===== config.mk =====
export PLATFORM = sky130hd
export DESIGN_NAME = gmc_regs
export DESIGN_NICKNAME = d
export VERILOG_FILES = /design/src/pkg/gmc_pkg.sv /design/src/rtl/gmc_regs.sv
export SDC_FILE = /design/constraint.sdc
export NUM_CORES = 1
export LEC_CHECK = 0
export BUFFER_PORTS_ARGS = -buffer_cell sky130_fd_sc_hd__buf_2
export CELL_PAD_IN_SITES_DETAIL_PLACEMENT = 0
export CELL_PAD_IN_SITES_GLOBAL_PLACEMENT = 1
export CORE_ASPECT_RATIO = 0.9
export CORE_MARGIN = 4
export CORE_UTILIZATION = 40
export DETAILED_ROUTE_END_ITERATION = 16
export PLACE_DENSITY_LB_ADDON = 0.15
export SLEW_MARGIN = 10
export SYNTH_ARGS = -nofsm -noshare
export SYNTH_HDL_FRONTEND = slang
export SYNTH_SLANG_ARGS = --single-unit

===== constraint.sdc =====
create_clock -name i_clk -period 5.2 [get_ports i_clk]
set_input_delay 0.26 -clock i_clk [delete_from_list [all_inputs] [get_ports i_clk]]
set_output_delay 0.26 -clock i_clk [all_outputs]
set_load 0.02 [all_outputs]

===== src/pkg/gmc_pkg.sv =====
// shared constants for the gauge mode and control register bank
package gmc_pkg;

  // register byte addresses
  localparam logic [7:0] ADDR_MODE     = 8'h00;
  localparam logic [7:0] ADDR_CTRL     = 8'h01;
  localparam logic [7:0] ADDR_OCV_BASE = 8'h30;
  localparam logic [7:0] ADDR_OCV_LAST = 8'h4f;
  localparam logic [7:0] ADDR_SOC_BASE = 8'h50;
  localparam logic [7:0] ADDR_SOC_LAST = 8'h5f;

  // mode register bit positions
  localparam int MODE_POWER_SAVE = 0;
  localparam int MODE_PULLUP     = 1;
  localparam int MODE_CHG_FORCE  = 2;
  localparam int MODE_ALARM_EN   = 3;
  localparam int MODE_OPERATE    = 4;
  localparam int MODE_FORCE_COUNTER_STATE   = 5;
  localparam int MODE_FORCE_VOLTAGE_STATE   = 6;

  // control register bit positions
  localparam int CTRL_ALARM_IO   = 0;
  localparam int CTRL_CNT_CLEAR  = 1;
  localparam int CTRL_SOC_SRC    = 2;
  localparam int CTRL_BAT_REM    = 3;
  localparam int CTRL_POR        = 4;
  localparam int CTRL_LOW_SOC    = 5;
  localparam int CTRL_LOW_VOLT   = 6;
  localparam int CTRL_UVLO       = 7;

  // values after reset
  localparam logic [7:0] MODE_RESET     = 8'h0b;
  localparam logic       ALARM_IO_RESET = 1'b1;
  localparam logic       POR_RESET      = 1'b1;

  // default table contents
  localparam logic [7:0] SOC_DEFAULT [16] = '{
    8'h00, 8'h06, 8'h0c, 8'h14, 8'h1e, 8'h28, 8'h32, 8'h3c,
    8'h50, 8'h64, 8'h78, 8'h82, 8'h8c, 8'ha0, 8'hb4, 8'hc8};
  localparam logic [15:0] OCV_DEFAULT [16] = '{
    16'h1770, 16'h1926, 16'h19b2, 16'h19fb,
    16'h1a3e, 16'h1a6d, 16'h1a9d, 16'h1ab6,
    16'h1ad5, 16'h1b01, 16'h1b70, 16'h1bb1,
    16'h1be8, 16'h1c58, 16'h1cf3, 16'h1da9};

  // relaxation state encoding
  typedef enum logic [0:0] {
    GMC_RELAX_CC = 1'b0,
    GMC_RELAX_VM = 1'b1
  } gmc_relax_e;

endpackage : gmc_pkg


===== src/rtl/gmc_regs.sv =====
// mode, control/status and lookup table registers of the battery gauge
//
// Overview of operation
// - mode bit 0 picks mixed (0) or power-saving voltage mode (1); resets 1.
// - mode bit 1 connects battery-detect pull-up when 1; resets 1.
// - mode bit 2 forces charger-disable output high; 0 lets logic drive it.
// - mode bit 4 low holds standby and freezes counters; high operates.
// - writing mode bit 5 forces counter state, clears relax count; self-clears.
// - writing mode bit 6 forces voltage state, loads relax max; self-clears.
// - reading control bit 0 returns the present alarm pin level.
// - written control bit 0: 0 forces alarm low, 1 lets alarms drive.
// - writing 1 to counter-clear bit resets conversion counter; self-clears.
// - read-only control bit 2 shows SOC source, 1 voltage mode; resets 0.
// - bit 3 sets on battery removal; write 0 clears only while detect low.
// - control bit 4 reads 1 after a power-on reset event.
// - writing bit 4 sets/clears soft reset and power-on flag; self-clears.
// - bits 5..7 sticky low-SOC, low-voltage, undervoltage flags; write 0 clears.
// - sixteen SOC bytes and sixteen OCV words loaded with defaults at reset.
// - every register returns to its default at power-on; soft reset reloads only mode, control and table registers.
// - OCV words keep low byte at lower address, high byte next.
`timescale 1ns/1ps

module gmc_regs (
  // clock, reset, enable
  input  wire logic        i_clk,
  input  wire logic        i_rst_b,
  input  wire logic        i_ce,
  // byte register port from the serial bus engine
  input  wire logic        i_wr,
  input  wire logic        i_rd,
  input  wire logic [7:0]  i_addr,
  input  wire logic [7:0]  i_wdata,
  output logic      [7:0]  o_rdata,
  // device pins
  input  wire logic        i_battery_detect_input,
  input  wire logic        i_alarm_pin,
  output logic             o_alarm_pin_o,
  output logic             o_alarm_pin_oe,
  output logic             o_charger_disable_output,
  output logic             o_detect_pullup_enable,
  // gauge core events and state
  input  wire logic        i_charger_disable_logic,
  input  wire logic        i_alarm_condition,
  input  wire logic        i_soc_source_voltage,
  input  wire logic        i_low_charge_event,
  input  wire logic        i_low_voltage_event,
  input  wire logic        i_undervoltage_event,
  // controls to gauge core
  output logic             o_power_saving_select,
  output logic             o_alarm_function_enable,
  output logic             o_gauge_operate,
  output logic             o_force_counter_state,
  output logic             o_force_voltage_state,
  output logic             o_conversion_count_clear,
  output logic             o_soft_reset,
  output logic             o_relax_state
);

  logic [6:0]  mode_reg;
  logic        alarm_drive_reg;
  logic        soc_source_reg;
  logic        bat_rem_reg;
  logic        por_reg;
  logic [2:0]  alarm_flags_reg;
  logic        force_counter_state_reg;
  logic        force_voltage_state_reg;
  logic        cnt_clear_reg;
  logic        soft_reset_reg;
  logic [7:0]  rdata_reg;
  logic [7:0]  soc_tab_reg [16];
  logic [15:0] ocv_tab_reg [16];
  logic [1:0]  det_sync_reg;
  logic [1:0]  alarm_sync_reg;
  gmc_pkg::gmc_relax_e relax_reg;

  function automatic logic in_range(input logic [7:0] a,
                                    input logic [7:0] lo,
                                    input logic [7:0] hi);
    in_range = (a >= lo) && (a <= hi);
  endfunction : in_range

  wire logic       wr_en      = i_ce & i_wr;
  wire logic       wr_mode    = wr_en & (i_addr == gmc_pkg::ADDR_MODE);
  wire logic       wr_ctrl    = wr_en & (i_addr == gmc_pkg::ADDR_CTRL);
  wire logic       hit_ocv    = in_range(i_addr, gmc_pkg::ADDR_OCV_BASE,
                                         gmc_pkg::ADDR_OCV_LAST);
  wire logic       hit_soc    = in_range(i_addr, gmc_pkg::ADDR_SOC_BASE,
                                         gmc_pkg::ADDR_SOC_LAST);
  wire logic [7:0] ocv_off    = i_addr - gmc_pkg::ADDR_OCV_BASE;
  wire logic [7:0] soc_off    = i_addr - gmc_pkg::ADDR_SOC_BASE;
  wire logic [3:0] ocv_idx    = ocv_off[4:1];
  wire logic       ocv_hi     = ocv_off[0];
  wire logic [3:0] soc_idx    = soc_off[3:0];
  wire logic       det_level  = det_sync_reg[1];
  wire logic       alarm_level = alarm_sync_reg[1];
  // soft reset reloads mode, control and table defaults; the relaxation state is kept
  wire logic       soft_rst   = i_ce & soft_reset_reg;

  // clear-on-write-0 helper; a hardware set in the same cycle wins
  wire logic [7:0] wctl       = i_wdata;
  wire logic [2:0] flag_clear = {3{wr_ctrl}} &
                                ~wctl[gmc_pkg::CTRL_UVLO:gmc_pkg::CTRL_LOW_SOC];
  wire logic [2:0] flag_set   = {i_undervoltage_event, i_low_voltage_event,
                                 i_low_charge_event};
  wire logic       bat_clear  = wr_ctrl & ~wctl[gmc_pkg::CTRL_BAT_REM] &
                                ~det_level;

  // read multiplexer
  logic [7:0] ctrl_view;
  logic [7:0] rd_mux;
  always_comb begin
    ctrl_view = 8'h00;
    ctrl_view[gmc_pkg::CTRL_ALARM_IO]  = alarm_level;
    ctrl_view[gmc_pkg::CTRL_SOC_SRC]   = soc_source_reg;
    ctrl_view[gmc_pkg::CTRL_BAT_REM]   = bat_rem_reg;
    ctrl_view[gmc_pkg::CTRL_POR]       = por_reg;
    ctrl_view[gmc_pkg::CTRL_UVLO:gmc_pkg::CTRL_LOW_SOC] = alarm_flags_reg;
    rd_mux = 8'h00;
    if (i_addr == gmc_pkg::ADDR_MODE) begin
      // bit 7 reads zero; force bits always read zero
      rd_mux = {1'b0, 2'b00, mode_reg[4:0]};
    end else if (i_addr == gmc_pkg::ADDR_CTRL) begin
      rd_mux = ctrl_view;
    end else if (hit_ocv) begin
      rd_mux = ocv_hi ? ocv_tab_reg[ocv_idx][15:8]
                      : ocv_tab_reg[ocv_idx][7:0];
    end else if (hit_soc) begin
      rd_mux = soc_tab_reg[soc_idx];
    end
  end

  // pin synchronisers
  always_ff @(posedge i_clk or negedge i_rst_b) begin
    if (!i_rst_b) begin
      det_sync_reg <= 2'b00;
      alarm_sync_reg <= 2'b00;
    end else if (i_ce) begin
      det_sync_reg <= {det_sync_reg[0], i_battery_detect_input};
      alarm_sync_reg <= {alarm_sync_reg[0], i_alarm_pin};
    end
  end

  always_ff @(posedge i_clk or negedge i_rst_b) begin
    if (!i_rst_b) begin
      mode_reg        <= gmc_pkg::MODE_RESET[6:0];
      alarm_drive_reg <= gmc_pkg::ALARM_IO_RESET;
      bat_rem_reg     <= 1'b0;
      alarm_flags_reg <= 3'b000;
      soc_source_reg  <= 1'b0;
    end else if (soft_rst) begin
      mode_reg        <= gmc_pkg::MODE_RESET[6:0];
      alarm_drive_reg <= gmc_pkg::ALARM_IO_RESET;
      bat_rem_reg     <= 1'b0;
      alarm_flags_reg <= 3'b000;
      soc_source_reg  <= 1'b0;
    end else if (i_ce) begin
      if (wr_mode) begin
        mode_reg[4:0] <= i_wdata[4:0];
      end
      if (wr_ctrl) begin
        alarm_drive_reg <= wctl[gmc_pkg::CTRL_ALARM_IO];
      end
      soc_source_reg  <= i_soc_source_voltage;
      bat_rem_reg     <= det_level | (bat_rem_reg & ~bat_clear);
      alarm_flags_reg <= flag_set | (alarm_flags_reg & ~flag_clear);
    end
  end

  always_ff @(posedge i_clk or negedge i_rst_b) begin
    if (!i_rst_b) begin
      force_counter_state_reg   <= 1'b0;
      force_voltage_state_reg   <= 1'b0;
      cnt_clear_reg  <= 1'b0;
      soft_reset_reg <= 1'b0;
      por_reg        <= gmc_pkg::POR_RESET;
    end else if (i_ce) begin
      force_counter_state_reg   <= wr_mode & i_wdata[gmc_pkg::MODE_FORCE_COUNTER_STATE];
      force_voltage_state_reg   <= wr_mode & i_wdata[gmc_pkg::MODE_FORCE_VOLTAGE_STATE];
      cnt_clear_reg  <= wr_ctrl & wctl[gmc_pkg::CTRL_CNT_CLEAR];
      soft_reset_reg <= wr_ctrl & wctl[gmc_pkg::CTRL_POR];
      if (wr_ctrl) begin
        // write sets or clears power-on flag
        por_reg <= wctl[gmc_pkg::CTRL_POR];
      end
    end
  end

  // relaxation state; has priority if both forced together
  always_ff @(posedge i_clk or negedge i_rst_b) begin
    if (!i_rst_b) begin
      relax_reg <= gmc_pkg::GMC_RELAX_CC;
    end else if (i_ce) begin
      if (wr_mode && i_wdata[gmc_pkg::MODE_FORCE_COUNTER_STATE]) begin
        relax_reg <= gmc_pkg::GMC_RELAX_CC;
      end else if (wr_mode && i_wdata[gmc_pkg::MODE_FORCE_VOLTAGE_STATE]) begin
        relax_reg <= gmc_pkg::GMC_RELAX_VM;
      end
    end
  end

  always_ff @(posedge i_clk or negedge i_rst_b) begin
    if (!i_rst_b) begin
      soc_tab_reg <= gmc_pkg::SOC_DEFAULT;
      ocv_tab_reg <= gmc_pkg::OCV_DEFAULT;
    end else if (soft_rst) begin
      soc_tab_reg <= gmc_pkg::SOC_DEFAULT;
      ocv_tab_reg <= gmc_pkg::OCV_DEFAULT;
    end else if (wr_en) begin
      if (hit_soc) begin
        soc_tab_reg[soc_idx] <= i_wdata;
      end
      if (hit_ocv && ocv_hi) begin
        ocv_tab_reg[ocv_idx][15:8] <= i_wdata;
      end
      if (hit_ocv && !ocv_hi) begin
        ocv_tab_reg[ocv_idx][7:0] <= i_wdata;
      end
    end
  end

  // read data registered on a read strobe
  always_ff @(posedge i_clk or negedge i_rst_b) begin
    if (!i_rst_b) begin
      rdata_reg <= 8'h00;
    end else if (i_ce && i_rd) begin
      rdata_reg <= rd_mux;
    end
  end

  // alarm pin is open-drain: it only ever pulls low
  wire logic alarm_low = ~alarm_drive_reg |
                         (mode_reg[gmc_pkg::MODE_ALARM_EN] & i_alarm_condition);

  assign o_rdata                  = rdata_reg;
  assign o_alarm_pin_o            = 1'b0;
  assign o_alarm_pin_oe           = alarm_low;
  assign o_charger_disable_output = mode_reg[gmc_pkg::MODE_CHG_FORCE] |
                                    i_charger_disable_logic;
  assign o_detect_pullup_enable   = mode_reg[gmc_pkg::MODE_PULLUP];
  assign o_power_saving_select    = mode_reg[gmc_pkg::MODE_POWER_SAVE];
  assign o_alarm_function_enable  = mode_reg[gmc_pkg::MODE_ALARM_EN];
  assign o_gauge_operate          = mode_reg[gmc_pkg::MODE_OPERATE];
  assign o_force_counter_state    = force_counter_state_reg;
  assign o_force_voltage_state    = force_voltage_state_reg;
  assign o_conversion_count_clear = cnt_clear_reg;
  assign o_soft_reset             = soft_reset_reg;
  assign o_relax_state            = relax_reg;

endmodule : gmc_regs


==> summary.txt, run 1 <==
Global route
  • All-Layer GR Usage: 26.1%
  • First-pass GRT wire length: 107000 um
  • Pin count of the biggest net entering global routing: 149
  • Antenna violations before repair: 0
  • Vias in the first global route: 15700
  • GRT Residual Overflow: 0

Setup path
  • CP startpoint kind: input port
  • R2R depth: 6
  • Reg-to-Reg End: o_rdata[0]
  • WP data required: 5590 ps
  • Setup slack, reg-to-reg: 2230 ps
  • CP Class: in2reg
  • Setup crit end kind: flop
  • Worst EP arrival: 3680 ps
  • RR Startpoint: ocv_tab_reg[120]
  • Worst Path Max Fanout: 33

Die
  • Starting Density: 40.8%
  • # rows: 77
  • I/O Pins: 49
  • Core ar.: 49600 um2
  • Die width: 245 um
  • Total die area: 54300 um2
  • DIE HEIGHT: 221 um

STA
  • Final hold slack: 85.4 ps
  • Final setup violation count: 0
  • Setup tns final: 0 ps
  • Worst Skew: 22.7 ps
  • Fmax: 0.304 GHz
  • Crit share post-route: 63.3%
  • Min cycle time layout: 3290 ps
  • Final Max Tran Viols: 0
  • Max-slew headroom: 20.6%
  • Actual slew at the worst max-slew pin: 1160 ps
  • Hold Fails Final Rpt: 0
  • RSZ-0062 raised after global routing: false

Power and ir drop
  • Int Power: 0.00586 W
  • Seq pwr share: 46.2%
  • Max IR drop VDD: 0.206 mV
  • Net Sw Frac: 25.2%
  • PwrDens: 345 nW/um2
  • Leakage: 9.63 nW
  • Comb power frac: 9.5%
  • Clk pwr share: 44.3%
  • Switching power: 0.00198 W

Clocking
  • Cts repair resizes: 0
  • CTS tree: yes
  • Bufs on Longest Clock Path: 3
  • CTS buffer count: 46
  • Latest clock arrival within the worst-skew pair: 580 ps
  • Max H-tree Level: 2
  • Root Buffer: clkbuf_16
  • Reg clk slew, reported paths: 60 ps
  • Postcts setup bufs: 0
  • TritonCTS sink count: 413
  • Hold-fix buffers at CTS: 6

Yosys
  • Post-synth net total: 1996
  • Mapped Area: 20300 um2
  • Post-synth ARST share: 100%
  • Syn Inst Count: 1967
  • Synth Register Bits: 413
  • Sequential-to-total area share from yosys stat: 52.1%
  • Mean Syn Cell Area: 10.3 um2
  • Post-synth EDFFs: 0
  • Most used DFF post-synth: dfrtp_1
  • Warnings, synthesis: 0
  • Synth cell types: 69

Drt
  • Routed len/inst: 26.9 um
  • Initial DRC Count: 1710
  • Detailed-router iteration count before antenna repair: 5
  • Routed Wire Length: 71700 um
  • Routed via count: 16000
  • Post-route ant nets: 0
  • Avg Vias per Cell: 6.01
  • DRC: 0

Placed design
  • PortBufs: 47
  • GP Congestion: 0.876
  • Post-DP HPWL: 46700 um

Layout
  • Layout Nets: 1990
  • Commonest non-fill, non-tap cell in the layout: nand2_1
  • Most frequent cells in the layout: nand2_1, dfrtp_1, dfstp_2
  • N_diodes: 0
  • # fillers: 4773
  • Max FFs per register: 256
  • Syn-to-layout area delta: 12.3%
  • Layout cell share with drive strength beyond 1: 22.6%

Job
  • Max-cap violations: 0

Min path
  • Worst hold stages: 4
  • Hold Path End: alarm_flags_reg[0]
  • Worst hold start: i_low_charge_event
  • Min-Delay Path Class: in2reg

Run status
  • Status: completed
## synthesized netlist by cell type, types with 13 or more instances
library cell / instances / share of area [%]
buf_4: 13 / 0.48
nor2_1: 133 / 2.5
clkbuf_1: 97 / 1.8
o22a_1: 26 / 1.1
a21oi_1: 135 / 3.3
a21o_1: 16 / 0.59
o21ai_0: 89 / 2.2
buf_2: 27 / 0.67
mux4_2: 87 / 9.7
nor3_1: 19 / 0.47
nand3_1: 136 / 3.4
mux2i_1: 105 / 5.2
dfrtp_1: 245 / 30
dfstp_2: 168 / 22
a22o_1: 33 / 1.4
nand2_1: 462 / 8.6
## metal layers
| layer | share of wire, % | global-route usage (%) | vias to the layer above |
|---|---|---|---|
| met2 | 43 | 38.0 | 676 |
| met5 | 0 | 0 | - |
| met4 | 1.8 | 5.48 | 0 |
| met1 | 46 | 40.0 | 8316 |
| li1 | - | - | 6967 |
| met3 | 9.0 | 5.92 | 78 |
## logic make-up (layout without fill, tap and decap cells)
| family | Yosys count | after routing | share of synthesized area, % |
|---|---|---|---|
| buf+inv | 154 | 185 | 3.30 |
| flops | 413 | 413 | 52.1 |
| simple gates | 835 | 835 | 18.0 |
| mux | 199 | 199 | 15.3 |
| other cells | 1 | 1 | 0.0185 |
| compound gates | 365 | 365 | 11.4 |
## final cells by class
type,count,area (um2),share of cell area [%]
flip-flops and latches,413,10500,46.4
multi-input cells,1400,9060,39.9
clock buffers,71,1400,6.14
well taps,671,840,3.69
repair buffers,95,668,2.94
clock inverters,14,199,0.875
inverters,5,18.8,0.0826
## critical path, stage by stage
cell       delay, ps
buf_4            460
buf_4            430
mux4_2           560
nor2b_1          150
a211oi_1         440
a21oi_1          160
a2111oi_0       1060
a211oi_1          90
## how the worst max path moves through the flow
| stage | from | endpoint | cells after the start |
|---|---|---|---|
| after global routing | i_addr[1] | o_rdata[0] | 8 |
| after floorplan | i_addr[2] | o_rdata[0] | 9 |
| after CTS | i_addr[1] | o_rdata[0] | 8 |
| after global placement | i_addr[1] | o_rdata[0] | 8 |
| after detailed placement | i_addr[1] | o_rdata[0] | 8 |
| final | i_addr[1] | o_rdata[0] | 8 |
## stage by stage
stage	cells	area [um2]	util (%)	power, W	setup slack (ps)
after global placement	2578	21100	42.5	0.00439	1460
after CTS	2669	22700	45.8	0.00789	2070
after floorplan	1967	20300	-	0.00407	2980
final	2669	22700	45.8	0.00784	1910
after detailed placement	2578	21100	42.5	0.00441	1470
after global routing	2669	22700	45.8	0.00810	1770
## power groups by stage
| stage | Sequential, W | Combinational [W] | Clock (W) |
|---|---|---|---|
| final | 0.00362 | 0.000745 | 0.00347 |
| after global routing | 0.00364 | 0.000808 | 0.00366 |
| after CTS | 0.00361 | 0.000747 | 0.00353 |
| after detailed placement | 0.00367 | 0.000742 | 0 |
| after global placement | 0.00366 | 0.000730 | 0 |
| after floorplan | 0.00362 | 0.000448 | 0 |
No activity file was read; power rests on OpenSTA's default activity.
==> inputs of run 2 (changes only) <==
Settings changed: ABC_AREA from default to 1.
Clock period 5.2 ns to 3.4 ns, I/O delays scaled along.
==> run 2 against run 1 <==
  * Utilization increased by 0.39 points
  * Clock power is 50% higher
  * Worst hold slack got worse by 34 ps
  * Register-to-register slack lost 1300 ps
  * Clock-buffer cell count up 8
  * Setup slack worse by 1100 ps
  * Clock skew down 7.8 ps
  * Sequential share of layout area decreased by 1.1 points
==> summary.txt, run 2 <==
Yosys
  • Mean Syn Cell Area: 7.81 um2
  • Synth area leader: dfrtp_1
  • Sequential-to-total area share from yosys stat: 51.9%
  • Commonest cells in the netlist: nand2_1, nor2_1, o21ai_0, dfrtp_1, inv_1
  • Top-count cell post-synth: nand2_1
  • Synth Register Bits: 413
  • Synth area leaders: dfrtp_1, dfstp_2, nand2_1
  • Most used DFF post-synth: dfrtp_1
  • Syn Inst Count: 2603
  • Post-synth EDFFs: 0
  • Mapped Area: 20300 um2
  • Post-synth ARST share: 100%
  • Synth cell types: 34
  • Warnings, synthesis: 0
  • Yosys top cell area share: 30.2%
  • Post-synth net total: 2632

STA
  • Final Max Tran Viols: 0
  • Hold Fails Final Rpt: 0
  • Final WS setup: 817 ps
  • RSZ-0062 raised after global routing: false
  • Actual slew at the worst max-slew pin: 1190 ps
  • Final hold slack: 51.4 ps
  • Setup tns final: 0 ps
  • Min cycle time layout: 2580 ps
  • Fmax: 0.387 GHz
  • Max-slew headroom: 20.5%
  • Crit share post-route: 76.0%
  • Final setup violation count: 0
  • Worst Skew: 14.9 ps

Clocking
  • Bufs on Longest Clock Path: 3
  • Root Buffer: clkbuf_16
  • TritonCTS sink count: 413
  • CTS buffer count: 48
  • CTS tree: yes
  • Reg clk slew, reported paths: 60 ps
  • Latest clock arrival within the worst-skew pair: 590 ps
  • Max H-tree Level: 2
  • Postcts setup bufs: 0

Layout
  • Max FFs per register: 256
  • Syn-to-layout area delta: 14.5%
  • Layout cell share with drive strength beyond 1: 16.1%
  • Commonest non-fill, non-tap cell in the layout: nand2_1
  • Layout Nets: 2687
  • Most frequent cells in the layout: nand2_1, nor2_1, o21ai_0
  • # fillers: 5094

Setup path
  • Setup slack, reg-to-reg: 890 ps
  • CP Class: in2reg
  • Top delay family on crit path: buffers and inverters
  • Worst EP arrival: 3040 ps
  • CP startpoint kind: input port
  • RR Startpoint: o_soft_reset
  • Setup crit end kind: flop
  • R2R depth: 6
  • Reg-to-Reg End: soc_tab_reg[18]
  • Most frequent CP cell: nand2_1
  • WP data required: 3860 ps
  • Worst path cell trace: buf_4 > inv_1 > buf_4 > nand2_1 > nor2_1 > nand2_1 > nor2_1 > nand2_1 > a21oi_1 > dlygate4sd3_1 > o22ai_1
  • Crit-path slowest cell: dlygate4sd3_1
  • Crit path largest cell delay: 570 ps
  • CP bufs+invs: 4
  • Worst Path Max Fanout: 21

Power and ir drop
  • Pwr Total: 0.0127 W
  • Max IR drop VDD: 0.407 mV
  • Switching power: 0.00357 W
  • Net Sw Frac: 28.0%
  • Leakage: 11.2 nW
  • Seq pwr share: 45.7%
  • Clk pwr share: 40.8%
  • Comb power frac: 13.5%
  • Int Power: 0.00916 W
  • PwrDens: 547 nW/um2

Placed design
  • Pre-CTS setup slack: 558 ps
  • Post-DP HPWL: 52200 um
  • GP Congestion: 0.895
  • PortBufs: 47

Drt
  • Routed Wire Length: 76700 um
  • Detailed-router iteration count before antenna repair: 5
  • Initial DRC Count: 2016
  • Avg Vias per Cell: 5.45
  • DRC: 0
  • Routed via count: 18400
  • Routed len/inst: 22.7 um
  • Post-route ant nets: 0

Job
  • Max-cap violations: 0

Min path
  • Hold Path End: soc_tab_reg[39]
  • Min-Delay Path Class: in2reg
  • Worst hold stages: 4
  • Worst hold start: i_wdata[7]

Global route
  • First-pass GRT wire length: 116000 um
  • All-Layer GR Usage: 28.1%
  • Pin count of the biggest net entering global routing: 95
  • Vias in the first global route: 17600
  • Antenna violations before repair: 1
  • GRT Residual Overflow: 0

Die
  • # rows: 78
  • Starting Density: 40.4%
  • Total die area: 54500 um2
  • DIE HEIGHT: 222 um
  • Core ar.: 50400 um2
  • Die width: 246 um
  • I/O Pins: 49

Run status
  • Status: completed
==> run 2: what timing repair did <==
item | CTS | global route
hold buffers | 18 | 0
gates resized for setup | 0 | 0
hold endpoints to repair | 74 | 0
==> run 2: tightest hold or removal path: stages <==
cell,delay (ps)
buf_2,110
nor2_1,90
buf_4,180
a21oi_1,80
==> run 2: power groups by stage <==
| stage | Sequential, W | Clock, W | Combinational (W) |
|---|---|---|---|
| after detailed placement | 0.00588 | 0 | 0.00168 |
| after global placement | 0.00587 | 0 | 0.00167 |
| final | 0.00581 | 0.00519 | 0.00172 |
| after CTS | 0.00581 | 0.00527 | 0.00171 |
| after global routing | 0.00586 | 0.00547 | 0.00191 |
| after floorplan | 0.00583 | 0 | 0.000979 |
==> run 2: how the worst max path moves through the flow <==
stage,startpoint,to,slack (ps),cells after the start
3_5_place_dp,i_addr[1],o_rdata[1],560,12
6_report,i_addr[1],alarm_flags_reg[2],820,11
4_1_cts,o_soft_reset,ocv_tab_reg[227],910,5
3_3_place_gp,i_addr[1],o_rdata[6],560,12
2_1_floorplan,o_soft_reset,ocv_tab_reg[147],1560,7
5_1_grt,i_addr[1],alarm_flags_reg[2],620,11
==> run 2: per-layer routing <==
layer / track usage, % / part of all wire, % / wire length [um]
met3: 5.43 / 8.3 / 6380
met4: 6.39 / 2.1 / 1580
met2: 39.8 / 42 / 32100
met1: 44.3 / 48 / 36700
met5: 0 / 0 / 0
==> run 2: cell families after synthesis <==
| family | count (synthesis) | synth area share [%] |
|---|---|---|
| mux | 37 | 2.05 |
| other cells | 1 | 0.0184 |
| buf+inv | 382 | 7.27 |
| simple gates | 1207 | 24.0 |
| compound gates | 563 | 14.7 |
| flops | 413 | 51.9 |
==> run 2: per-stage QoR <==
| stage | utilization, % | std cells | instance area (um2) |
|---|---|---|---|
| 6_report | 46.2 | 3377 | 23300 |
| 5_1_grt | 46.2 | 3376 | 23300 |
| 4_1_cts | 46.2 | 3376 | 23300 |
| 3_5_place_dp | 42.7 | 3270 | 21500 |
| 3_3_place_gp | 42.7 | 3270 | 21500 |
| 2_1_floorplan | - | 2603 | 20300 |
==> run 2: final cells by class <==
type	instances	area (um2)	area share, %
antenna	1	2.50	0.0108
clock buffer	79	1490	6.40
clock inverter	9	72.6	0.312
inverter	258	968	4.16
multi-input combinational	1808	8320	35.7
sequential	413	10500	45.3
tap	680	851	3.66
timing repair buffer	129	1020	4.39
